`src/hdl/dds_waveform_map.vh`:
```
// Field positions, serial address codes and constants of the synthesis core.
`ifndef DDS_WAVEFORM_MAP_VH
`define DDS_WAVEFORM_MAP_VH

`define WORD_BITS        16
`define ADDR_HI          15
`define ADDR_LO          14
`define ADDR_CONTROL     2'h0
`define ADDR_TUNE_ZERO   2'h1
`define ADDR_TUNE_ONE    2'h2
`define ADDR_PHASE       2'h3
`define PAYLOAD_BITS     14
`define PHASE_SEL_BIT    13

`define CTRL_FULL_WORD   13
`define CTRL_UPPER_HALF  12
`define CTRL_TUNE_SEL    11
`define CTRL_PHASE_SEL   10
`define CTRL_RESET       8
`define CTRL_CLOCK_HALT  7
`define CTRL_DAC_PD      6
`define CTRL_SQUARE_EN   5
`define CTRL_FULL_RATE   3
`define CTRL_TRIANGLE    1
`define CTRL_RESET_VAL   14'h0000

`define ACC_BITS         28
`define OFFSET_BITS      12
`define DAC_BITS         10
`define DAC_MIDSCALE     10'h200

`endif

```
`src/hdl/dds_waveform_control.v`:
```
// Serial-programmed direct digital synthesis core with waveform selection.
`timescale 1ns/1ps
`include "dds_waveform_map.vh"

// Function
// - Add offset zero or one, per phase offset select, to accumulator output.
// - Reset bit holds internal registers at zero, output at midscale.
// - Clock halt stops accumulation and freezes the output.
// - Converter power-down bit powers down the converter.
// - Square enable disconnects converter; pin shows data MSB or MSB halved.
// - Square disabled connects converter; mode bit picks sine or triangle.
// - Full-rate bit passes MSB straight; cleared, MSB is divided by two.
// - Mode bit one bypasses sine table, giving a triangle.
// - Mode bit zero sends phase through sine table.
// - Two 28-bit tuning words; select bit picks the active one.
// - Two 12-bit phase offsets; selected one is added to phase.
// - Output frequency is clock times tuning word over two to 28.
// - Offset shifts output by offset times one cycle over 4096.
// - Word with top bits 00 loads the fourteen control bits.
// - Top bits 01 load tuning word zero, 10 tuning word one.
// - Top bits 11 load a phase offset; bit 13 picks which.
// - Full-word mode: low half then high half, register updates after second.
module dds_waveform_control (
  // Clock and reset
  input  wire                 clk_sys,
  input  wire                 rstn,
  // Three-wire serial write port
  input  wire                 serialSelectN,
  input  wire                 serialClk,
  input  wire                 serialData,
  // Converter and output pin
  output reg  [`DAC_BITS-1:0] dacCode_q,
  output wire                 converterPowerDown,
  output wire                 squareOutputEnable,
  output reg                  waveformOutputPin_q
);

  reg  [13:0]               control_q;
  reg  [1:0]                tuneLoadLow;
  reg  [1:0]                tuneLoadHigh;
  reg  [1:0]                tuneLoadFull;
  reg  [1:0]                phaseLoad;
  reg  [`ACC_BITS-1:0]      phaseAcc_q;
  reg  [14:0]               shift_q;
  reg  [3:0]                bitCount_q;
  reg                       serialClkPrev_q;
  reg  [`PAYLOAD_BITS-1:0]  pendingLow_q;
  reg                       pendingValid_q;
  reg                       pendingIdx_q;
  reg                       msbPrev_q;
  reg                       halfRate_q;

  wire                      sampleEdge;
  wire                      wordDone;
  wire [`WORD_BITS-1:0]     word;
  wire [1:0]                addr;
  wire [`PAYLOAD_BITS-1:0]  payload;
  wire                      tuneIdx;
  wire [`ACC_BITS-1:0]      selTuningWord;
  wire [`OFFSET_BITS-1:0]   selPhaseOffset;
  wire [`OFFSET_BITS-1:0]   phaseSum;
  wire [`DAC_BITS-1:0]      sineCode;
  wire [`DAC_BITS-1:0]      triangleCode;
  wire [`DAC_BITS-1:0]      nextCode;
  wire                      dataMsb;
  wire                      running;
  wire [2*`ACC_BITS-1:0]    tuningWords;
  wire [2*`OFFSET_BITS-1:0] phaseOffsets;
  genvar                    entry;

  // Data is taken on each falling serial clock edge while selected.
  assign sampleEdge = serialClkPrev_q & ~serialClk & ~serialSelectN;
  assign wordDone   = sampleEdge & (bitCount_q == 4'hF);
  assign word       = {shift_q, serialData};
  assign addr       = word[`ADDR_HI:`ADDR_LO];
  assign payload    = word[`PAYLOAD_BITS-1:0];
  assign tuneIdx    = addr[1];

  always @(posedge clk_sys or negedge rstn) begin
    if (!rstn) begin
      serialClkPrev_q <= 1'b1;
      shift_q         <= 15'h0000;
      bitCount_q      <= 4'h0;
    end else begin
      serialClkPrev_q <= serialClk;
      if (serialSelectN) begin
        bitCount_q <= 4'h0;
      end else if (sampleEdge) begin
        shift_q    <= word[14:0];
        bitCount_q <= bitCount_q + 4'h1;
      end
    end
  end

  // Control word and the pending low half of a full-word tuning load.
  always @(posedge clk_sys or negedge rstn) begin
    if (!rstn) begin
      control_q      <= `CTRL_RESET_VAL;
      pendingLow_q   <= 14'h0000;
      pendingValid_q <= 1'b0;
      pendingIdx_q   <= 1'b0;
    end else if (wordDone) begin
      if (addr == `ADDR_CONTROL) begin
        control_q      <= payload;
        pendingValid_q <= 1'b0;
      end else if ((addr != `ADDR_PHASE) && control_q[`CTRL_FULL_WORD]) begin
        if (pendingValid_q && (pendingIdx_q == tuneIdx)) begin
          pendingValid_q <= 1'b0;
        end else begin
          pendingLow_q   <= payload;
          pendingIdx_q   <= tuneIdx;
          pendingValid_q <= 1'b1;
        end
      end
    end
  end

  // Per-slot write strobes decoded from a completed serial word.
  always @* begin
    tuneLoadLow  = 2'h0;
    tuneLoadHigh = 2'h0;
    tuneLoadFull = 2'h0;
    phaseLoad    = 2'h0;
    if (wordDone && (addr == `ADDR_PHASE)) begin
      phaseLoad[word[`PHASE_SEL_BIT]] = 1'b1;
    end else if (wordDone && (addr != `ADDR_CONTROL)) begin
      if (control_q[`CTRL_FULL_WORD]) begin
        tuneLoadFull[tuneIdx] = pendingValid_q
                                & (pendingIdx_q == tuneIdx);
      end else if (control_q[`CTRL_UPPER_HALF]) begin
        tuneLoadHigh[tuneIdx] = 1'b1;
      end else begin
        tuneLoadLow[tuneIdx] = 1'b1;
      end
    end
  end

  // One storage slot per tuning word and per phase offset.
  generate
    for (entry = 0; entry < 2; entry = entry + 1) begin : slot
      reg [`ACC_BITS-1:0]    tuneWord_q;
      reg [`OFFSET_BITS-1:0] offset_q;

      always @(posedge clk_sys or negedge rstn) begin
        if (!rstn) begin
          tuneWord_q <= 28'h0000000;
          offset_q   <= 12'h000;
        end else begin
          if (tuneLoadFull[entry]) begin
            // The word changes in one step, never half loaded.
            tuneWord_q <= {payload, pendingLow_q};
          end else if (tuneLoadHigh[entry]) begin
            tuneWord_q[27:14] <= payload;
          end else if (tuneLoadLow[entry]) begin
            tuneWord_q[13:0] <= payload;
          end
          if (phaseLoad[entry]) begin
            offset_q <= word[`OFFSET_BITS-1:0];
          end
        end
      end

      assign tuningWords[entry*`ACC_BITS +: `ACC_BITS]          = tuneWord_q;
      assign phaseOffsets[entry*`OFFSET_BITS +: `OFFSET_BITS] = offset_q;
    end
  endgenerate

  assign selTuningWord  = control_q[`CTRL_TUNE_SEL]
                          ? tuningWords[2*`ACC_BITS-1:`ACC_BITS]
                          : tuningWords[`ACC_BITS-1:0];
  assign selPhaseOffset = control_q[`CTRL_PHASE_SEL]
                          ? phaseOffsets[2*`OFFSET_BITS-1:`OFFSET_BITS]
                          : phaseOffsets[`OFFSET_BITS-1:0];
  // Offset is in 1/4096-cycle steps on the top phase bits.
  assign phaseSum = phaseAcc_q[27:16] + selPhaseOffset;
  assign running  = ~control_q[`CTRL_CLOCK_HALT];

  sine_lookup_table sineTable (
    .phase     (phaseSum[11:5]),
    .amplitude (sineCode)
  );

  assign triangleCode = phaseSum[11] ? ~phaseSum[10:1] : phaseSum[10:1];
  assign nextCode = control_q[`CTRL_TRIANGLE] ? triangleCode
                                              : sineCode;
  assign dataMsb  = dacCode_q[`DAC_BITS-1];

  assign converterPowerDown = control_q[`CTRL_DAC_PD];
  assign squareOutputEnable = control_q[`CTRL_SQUARE_EN];

  // Phase accumulator and converter data path.
  always @(posedge clk_sys or negedge rstn) begin
    if (!rstn) begin
      phaseAcc_q <= 28'h0000000;
      dacCode_q  <= `DAC_MIDSCALE;
      msbPrev_q  <= 1'b0;
      halfRate_q <= 1'b0;
    end else if (control_q[`CTRL_RESET]) begin
      phaseAcc_q <= 28'h0000000;
      dacCode_q  <= `DAC_MIDSCALE;
      msbPrev_q  <= 1'b0;
      halfRate_q <= 1'b0;
    end else if (running) begin
      phaseAcc_q <= phaseAcc_q + selTuningWord;
      dacCode_q  <= nextCode;
      msbPrev_q  <= dataMsb;
      if (dataMsb && !msbPrev_q) begin
        halfRate_q <= ~halfRate_q;
      end
    end
  end

  // Square pin follows the data MSB or its halved copy.
  always @(posedge clk_sys or negedge rstn) begin
    if (!rstn) begin
      waveformOutputPin_q <= 1'b0;
    end else if (!control_q[`CTRL_SQUARE_EN]) begin
      waveformOutputPin_q <= 1'b0;
    end else if (control_q[`CTRL_FULL_RATE]) begin
      waveformOutputPin_q <= dataMsb;
    end else begin
      waveformOutputPin_q <= halfRate_q;
    end
  end

endmodule // dds_waveform_control

```
`src/hdl/sine_lookup_table.v`:
```
// Quarter-wave sine table turning a phase into a 10-bit offset-binary code.
`timescale 1ns/1ps

module sine_lookup_table (
  // Phase in
  input  wire [6:0] phase,
  // Amplitude out
  output reg  [9:0] amplitude
);

  reg [4:0] index;
  reg [8:0] magnitude;

  always @* begin
    index = phase[5] ? ~phase[4:0] : phase[4:0];
    case (index)
      5'h00: magnitude = 9'h00D;
      5'h01: magnitude = 9'h026;
      5'h02: magnitude = 9'h03F;
      5'h03: magnitude = 9'h057;
      5'h04: magnitude = 9'h070;
      5'h05: magnitude = 9'h088;
      5'h06: magnitude = 9'h0A0;
      5'h07: magnitude = 9'h0B8;
      5'h08: magnitude = 9'h0CF;
      5'h09: magnitude = 9'h0E6;
      5'h0A: magnitude = 9'h0FC;
      5'h0B: magnitude = 9'h111;
      5'h0C: magnitude = 9'h126;
      5'h0D: magnitude = 9'h13A;
      5'h0E: magnitude = 9'h14E;
      5'h0F: magnitude = 9'h160;
      5'h10: magnitude = 9'h172;
      5'h11: magnitude = 9'h183;
      5'h12: magnitude = 9'h193;
      5'h13: magnitude = 9'h1A2;
      5'h14: magnitude = 9'h1B0;
      5'h15: magnitude = 9'h1BD;
      5'h16: magnitude = 9'h1C8;
      5'h17: magnitude = 9'h1D3;
      5'h18: magnitude = 9'h1DD;
      5'h19: magnitude = 9'h1E5;
      5'h1A: magnitude = 9'h1EC;
      5'h1B: magnitude = 9'h1F3;
      5'h1C: magnitude = 9'h1F7;
      5'h1D: magnitude = 9'h1FB;
      5'h1E: magnitude = 9'h1FE;
      default: magnitude = 9'h1FF;
    endcase
    // The upper half of the cycle mirrors the lower half below midscale.
    if (phase[6]) begin
      amplitude = 10'h1FF - {1'b0, magnitude};
    end else begin
      amplitude = 10'h200 + {1'b0, magnitude};
    end
  end

endmodule // sine_lookup_table

```
`config.mk`:
```
export PLATFORM = sky130hd
export DESIGN_NAME = dds_waveform_control
export DESIGN_NICKNAME = d
export VERILOG_FILES = /design/src/hdl/dds_waveform_control.v /design/src/hdl/sine_lookup_table.v
export VERILOG_INCLUDE_DIRS = /design/src /design/src/hdl
export SDC_FILE = /design/constraint.sdc
export NUM_CORES = 1
export LEC_CHECK = 0
export ABC_AREA = 1
export BUFFER_PORTS_ARGS = -buffer_cell sky130_fd_sc_hd__buf_2
export CAP_MARGIN = 0
export CORE_ASPECT_RATIO = 1.2
export CORE_MARGIN = 1
export CORE_UTILIZATION = 40
export DETAILED_ROUTE_END_ITERATION = 8
export PLACE_DENSITY = 0.56
export SLEW_MARGIN = 10
export SYNTH_ARGS = -nofsm -noshare
export SYNTH_HDL_FRONTEND = slang
export SYNTH_SLANG_ARGS = --single-unit
```
`constraint.sdc`:
```
create_clock -name clk_sys -period 9.2 [get_ports clk_sys]
set_clock_uncertainty 0.2 [all_clocks]
set_input_delay 1.38 -clock clk_sys [delete_from_list [all_inputs] [get_ports clk_sys]]
set_output_delay 1.38 -clock clk_sys [all_outputs]
set_load 0.005 [all_outputs]
```
* After elaboration in Yosys (flattened, before gate mapping) *
Memory sizes are Yosys's and may differ from the RTL's.
Cells that the tools add are included.

storage, ports and cells
  bits in registers = 171
  memory bits (read-only) = 288
  input bits = 5
  word-level logic and storage cells = 117
  memories kept = 1

memory list
  name             words  width  read ports  clocked after Yosys merged registers in  write ports  RTL line                RTL
  (no name shown)  32     9      1           0                                        0            sine_lookup_table.v:16  case (index)

cells by class
  add/subtract/negate cells = 5
  $lt $le $gt $ge = 4
  equal/unequal tests = 7
  muxes and demuxes = 46
  bitwise gates (word level) = 12
  reduce and logical (&&, ||, !) cells = 24

operator list
  operator                                                               number
  28-bit 2-to-1 mux                                                      5
  14-bit 2-to-1 mux                                                      6
  10-bit 2-to-1 mux                                                      5
  28-bit adder                                                           1
  2-bit 2-to-1 mux                                                       12
  2-bit nonzero test                                                     8
  12-bit adder                                                           1
  1-bit 2-to-1 mux                                                       12
  12-bit 2-to-1 mux                                                      1
  2-bit AND reduction                                                    6
  10-bit by 9-bit adder with 10-bit output (first input constant)        1
  10-bit NOT                                                             1
  9-bit by 9-bit subtractor with 10-bit output (first input constant)    1
  4-bit 2-to-1 mux                                                       2
  1-bit logical AND                                                      7
  2-bit by 1-bit != test with 1-bit output (second input constant)       3
  5-bit 2-to-1 mux                                                       1
  1-bit NOT                                                              5
  5-bit NOT                                                              1
  4-bit by 1-bit adder with 4-bit output (second input constant)         1
  1-bit AND                                                              4
  4-bit equality test (second input constant)                            1
  1-bit by 2-bit < comparator with 1-bit output (second input constant)  2
  4-bit AND reduction                                                    1
  8 further kinds                                                        10

* Logic depth before layout (Yosys ltp) *
  depth after elaboration = 11
  gate-level depth with buffers = 26

* By module *
From an unflattened synthesis, not the netlist that was laid out.

second synthesis, totals
  cell total of the unflattened synthesis = 1465
  area, all modules = 10531.4 um^2

modules (own cells, without submodules)
  module                instances  cells each  area an instance (um^2)
  dds_waveform_control  1          1304        9715.6
  sine_lookup_table     1          161         815.8

* Least setup slack after synthesis *
No wires, ideal clock.

  kind = register to register
  from = register control_q[10]
  to = register dacCode_q[2]
  setup time = 0.117 ns
  data arrival time = 2.910 ns
  required time = 8.883 ns
  path slack = 5.972 ns
  cell stages (with the launch flop) = 25
  path buffers = 1
  clock period less this slack = 3.228 ns
  path through = dfrtp_1 > inv_2 > clkbuf_1 > or2_2 > o21ai_0 > fa_1 > inv_1 > nand2_1 > nand2_1 > nand3_1 > nand2_1 > nand2_1 > nand2_1 > nand2_1 > nand2_2 > ha_1 > inv_1 > nand2_4 > nand3_1 > nand2_1 > nand2_1 > nand3_1 > nand3_1 > nand3_1 > nand2_1

between the ends
  word-level cells in the longest chain between the ends = 10
  elaborated cells between the ends (all ways) = 13

ends and longest elaborated chain
  element                                                                                                   RTL line                                        RTL
  from (decl)                                                                                               dds_waveform_control.v:38                       reg [13:0] control_q;
  from (signal assigned)                                                                                    dds_waveform_control.v:98                       control_q <= `CTRL_RESET_VAL;
  from (signal assigned)                                                                                    dds_waveform_control.v:104                      control_q <= payload;
  12-bit 2-to-1 mux (*)                                                                                     dds_waveform_control.v:171                      assign selPhaseOffset = control_q[`CTRL_PHASE_SEL]
  12-bit adder (*)                                                                                          dds_waveform_control.v:175                      assign phaseSum = phaseAcc_q[27:16] + selPhaseOffset;
  5-bit NOT                                                                                                 sine_lookup_table.v:15                          index = phase[5] ? ~phase[4:0] : phase[4:0];
  5-bit 2-to-1 mux                                                                                          sine_lookup_table.v:15
  memory 32 x 9 bit                                                                                         n/a
  10-bit by 9-bit adder with 10-bit output or 9-bit by 9-bit subtractor with 10-bit output (tied branches)  sine_lookup_table.v:54, sine_lookup_table.v:52
  10-bit 2-to-1 mux                                                                                         sine_lookup_table.v:51                          if (phase[6]) begin
  10-bit 2-to-1 mux (*)                                                                                     dds_waveform_control.v:184                      assign nextCode = control_q[`CTRL_TRIANGLE] ? triangleCode
  10-bit 2-to-1 mux (*)                                                                                     dds_waveform_control.v:203                      end else if (running) begin
  10-bit 2-to-1 mux (*)                                                                                     dds_waveform_control.v:198                      end else if (control_q[`CTRL_RESET]) begin
  to (signal assigned)                                                                                      dds_waveform_control.v:195                      dacCode_q <= `DAC_MIDSCALE;
  to (signal assigned)                                                                                      dds_waveform_control.v:200                      dacCode_q <= `DAC_MIDSCALE;
  to (signal assigned)                                                                                      dds_waveform_control.v:205                      dacCode_q <= nextCode;
  to (decl)                                                                                                 dds_waveform_control.v:32                       output reg [`DAC_BITS-1:0] dacCode_q,

Mark *: on every way between the ends. The rest lies on a longest branch, timed or not. The select of a mux whose other input is x is not followed.
A chain may end at the register's enable or synchronous reset.

* Worst setup path after layout *
  from = register control_q[10]
  to = register dacCode_q[7]

The elaborated chain is that of the path after synthesis.

==> key figures <==
Run status
  – Status: finished, final reports clean

Global routing
  – Vias in the first global route: 7770
  – Largest net degree at the start of global routing: 76
  – Antenna violations before repair: 0
  – Global route overflow: 0
  – GRT Util Overall: 22.0%
  – First-pass GRT wire length: 41800 um

Setup path
  – Worst Path Required: 9330 ps
  – Crit path launch type: register
  – Worst reg2reg path depth: 24
  – Crit Path Max Fanout: 14
  – Arr. time, crit path: 4060 ps
  – Critical path launch point: control_q[10]
  – Critical path endpoint category: register
  – Reg-to-Reg Start: control_q[10]
  – Worst Setup Path Type: reg2reg

Final layout
  – Finished Core Util: 44.5%
  – Share of post-route cells with drive strength above 1: 8.19%
  – Nets: 1343
  – Register area: 4180 um^2
  – Antenna cells: 0
  – Area Overhead vs Synth: 8.92%
  – Multi-input logic area: 4940 um^2
  – Fill cells: 2438

Floorplan
  – Die Height: 173 um
  – Die area: 25100 um^2
  – Core Region: 24000 um^2
  – IO Count: 18
  – Starting Density: 40.8%
  – Die width: 145 um
  – # rows: 62

Synthesis
  – Synth Cell Area: 9790 um^2
  – Synth Instances: 1297
  – Synthesized area per cell: 7.55 um^2
  – Synth Warn #: 0
  – Synth area leaders: dfrtp_1 (42%), nand2_1 (15%), o21ai_0 (8.0%)
  – Yosys reg bits: 167
  – Async set-reset flop share out of synthesis: 100%
  – Netlist cell types: 53
  – Syn_nets: 1345
  – Post-synth top flop: dfrtp_1
  – Post-synth EDFFs: 0
  – Top cell type's share of synthesized area: 42.2%
  – Post-synthesis sequential area ratio: 42.7%
  – Post-synth top area cell: dfrtp_1

STA
  – Final Hold Vio Count: 0
  – Crit share post-route: 42.8%
  – Final min period: 3930 ps
  – Final setup viols: 0
  – Final slew viol count: 0
  – Fmax: 254 MHz
  – Relative slew slack: 26.3%
  – Hold WS: 275 ps
  – Worst slew pin tran: 1100 ps
  – RSZ-0062 raised after global routing: no
  – Final setup TNS: 0 ps

Clocking
  – Num CTS Buffers: 17
  – CTS Hold Bufs: 0
  – CTS Root Cell: clkbuf_16
  – Reg clk slew, reported paths: 70 ps
  – CTS tree: done
  – Later-pin clock latency in the skew report: 440 ps
  – Setup bufs post-CTS: 0
  – Post_cts resized: 0
  – Clk sinks: 167
  – Htree depth: 4
  – Clock Path Buffers: 2

Placement
  – Final HPWL from detailed placement: 18400 um
  – Buffers added on ports: 17
  – Routability cong.: 0.908

Route
  – Post-DRT Antenna Nets: 0
  – Vias: 8381
  – Top sig layer: met4
  – DR iter-0 viols: 596
  – M1 wire length: 11700 um
  – Vias per cell: 5.15
  – First-pass iteration count of the detailed router: 5
  – DR WL/cell: 15.9 um
  – Routed wl met3: 1010 um
  – Drt total wl: 25900 um
  – Met2 WL post-DR: 12600 um
  – Number of remaining DRC errors: 0

Pwr
  – Logic pwr share: 17.4%
  – Switching share of total power: 30.5%
  – P_int: 1.27 mW
  – Worst vdd ir: 134 uV
  – Leak Pwr: 5.30 nW
  – Pwr per Cell Area: 172 nW/um^2
  – Switching power total: 559 uW
  – Seq pwr share: 45.5%
  – Clock power frac: 37.1%

Hold path
  – Hold Path Cell Cnt: 2
  – Hold Crit Start: dacCode_q[4]
  – Min-Delay Path Class: reg2reg

Flow run
  – # Max-Cap Violations: 0
-- sequential cells by signal, indices dropped and copies added (netlist names) --
register,flops
shift_q,15
pendingLow_q,14
serialClkPrev_q,1
pendingIdx_q,1
phaseAcc_q,28
slot.offset_q,24
slot.tuneWord_q,56
dacCode_q,10
msbPrev_q,1
bitCount_q,4
halfRate_q,1
pendingValid_q,1
waveformOutputPin_q,1
control_q,10
-- power by group through the flow --
stage	logic, mW	clock network, mW	registers (mW)
after floorplan	0.219	0	0.832
after global placement	0.314	0	0.845
after detailed placement	0.320	0	0.844
after CTS	0.320	0.698	0.831
after global routing	0.365	0.726	0.840
final	0.319	0.678	0.832
-- synth_stat cells, drive strengths merged (3+ instances only) --
cell type    n
nor3         7
ha          41
o211ai       4
dfrtp      165
o31ai        5
clkbuf      31
o21a         4
a31oi        4
nand3b       3
o21bai       6
o21ai      165
or2          4
buf         15
a21oi      124
xor2         7
nand4        9
a21o         4
nand3       77
mux2        10
inv        117
nor2        70
nand2      407
-- final timing paths --
check | end | slack, ps
max | dacCode_q[7] | 5270
min | dacCode_q[4] | 280
max reg2reg | dacCode_q[7] | 5270
min reg2reg | dacCode_q[4] | 280
max in group asynchronous | shift_q[6] | 6930
min in group asynchronous | slot[0].tuneWord_q[3] | 770
-- critical path, cell delays in order, from the launching register on --
cell and delay (ps):
dfrtp_1 560, inv_2 280, nand2_1 150, a21oi_1 210, inv_1 80, fa_1 390, inv_1 130, nand2_1 70
nand2_1 120, nand3_1 130, nand2_1 100, nand2_1 50, nand2_1 120, nand2_1 80, nand2_2 160, ha_1 230
inv_1 110, nand2_4 110, nand2_1 80, nand3_1 70, nand2_1 90, o21ai_1 90, nand2_1 60, nand3_1 100
nand2_1 50
-- routing by layer --
| layer | vias up | global-route usage (%) |
|---|---|---|
| met2 | 152 | 36.3 |
| met1 | 3919 | 28.6 |
| li1 | 4282 | - |
| met4 | 0 | 7.72 |
| met5 | - | 0 |
| met3 | 28 | 3.76 |
-- cell type report --
class | count | area share [%]
clock inverters | 7 | 0.669
clock buffers | 24 | 4.42
multi-input cells | 966 | 46.3
repair buffers | 25 | 1.42
flip-flops and latches | 167 | 39.2
well taps | 320 | 3.75
inverters | 118 | 4.18
-- cell families after synthesis --
logic type	synth area share [%]
AND/OR/NAND/NOR	25.0
AO/OA/AOI/OAI	17.7
flip-flops	42.7
buffers and inverters	6.84
adder cells (fa/ha/maj)	5.65
multiplexers	1.35
XOR/XNOR	0.805
-- metrics by stage --
step | total power [mW] | setup slack (ps) | cell area, um^2 | cells
finish | 1.83 | 5270 | 10700 | 1627
global route | 1.93 | 4840 | 10700 | 1627
CTS | 1.85 | 5300 | 10700 | 1627
detailed placement | 1.16 | 4960 | 10100 | 1596
global placement | 1.16 | 5050 | 10100 | 1596
floorplan | 1.05 | 5970 | 9790 | 1297
-- placed cells by master, fill, tap and decap left out, types with 3 or more instances in the layout --
| cell type | n |
|---|---|
| nand2_1 | 391 |
| dfrtp_1 | 165 |
| o21ai_0 | 157 |
| a21oi_1 | 121 |
| inv_1 | 111 |
| nand3_1 | 72 |
| nor2_1 | 65 |
| ha_1 | 41 |
| clkbuf_16 | 17 |
| buf_2 | 16 |
| nand2_2 | 13 |
| mux2_2 | 10 |
| nand4_1 | 8 |
| buf_4 | 8 |
| xor2_1 | 7 |
| o21ai_1 | 6 |
| o21bai_1 | 6 |
| o31ai_1 | 5 |
| inv_2 | 5 |
| nand3_2 | 5 |
| nor3_1 | 5 |
| clkbuf_1 | 5 |
| o211ai_1 | 4 |
| or2_2 | 4 |
| nor2_2 | 4 |
| o21a_1 | 4 |
| a21o_1 | 4 |
| a31oi_1 | 4 |
| nand3b_1 | 3 |
| nand2_4 | 3 |
| clkinvlp_4 | 3 |
Note: power is estimated with default switching activity, not from simulation.
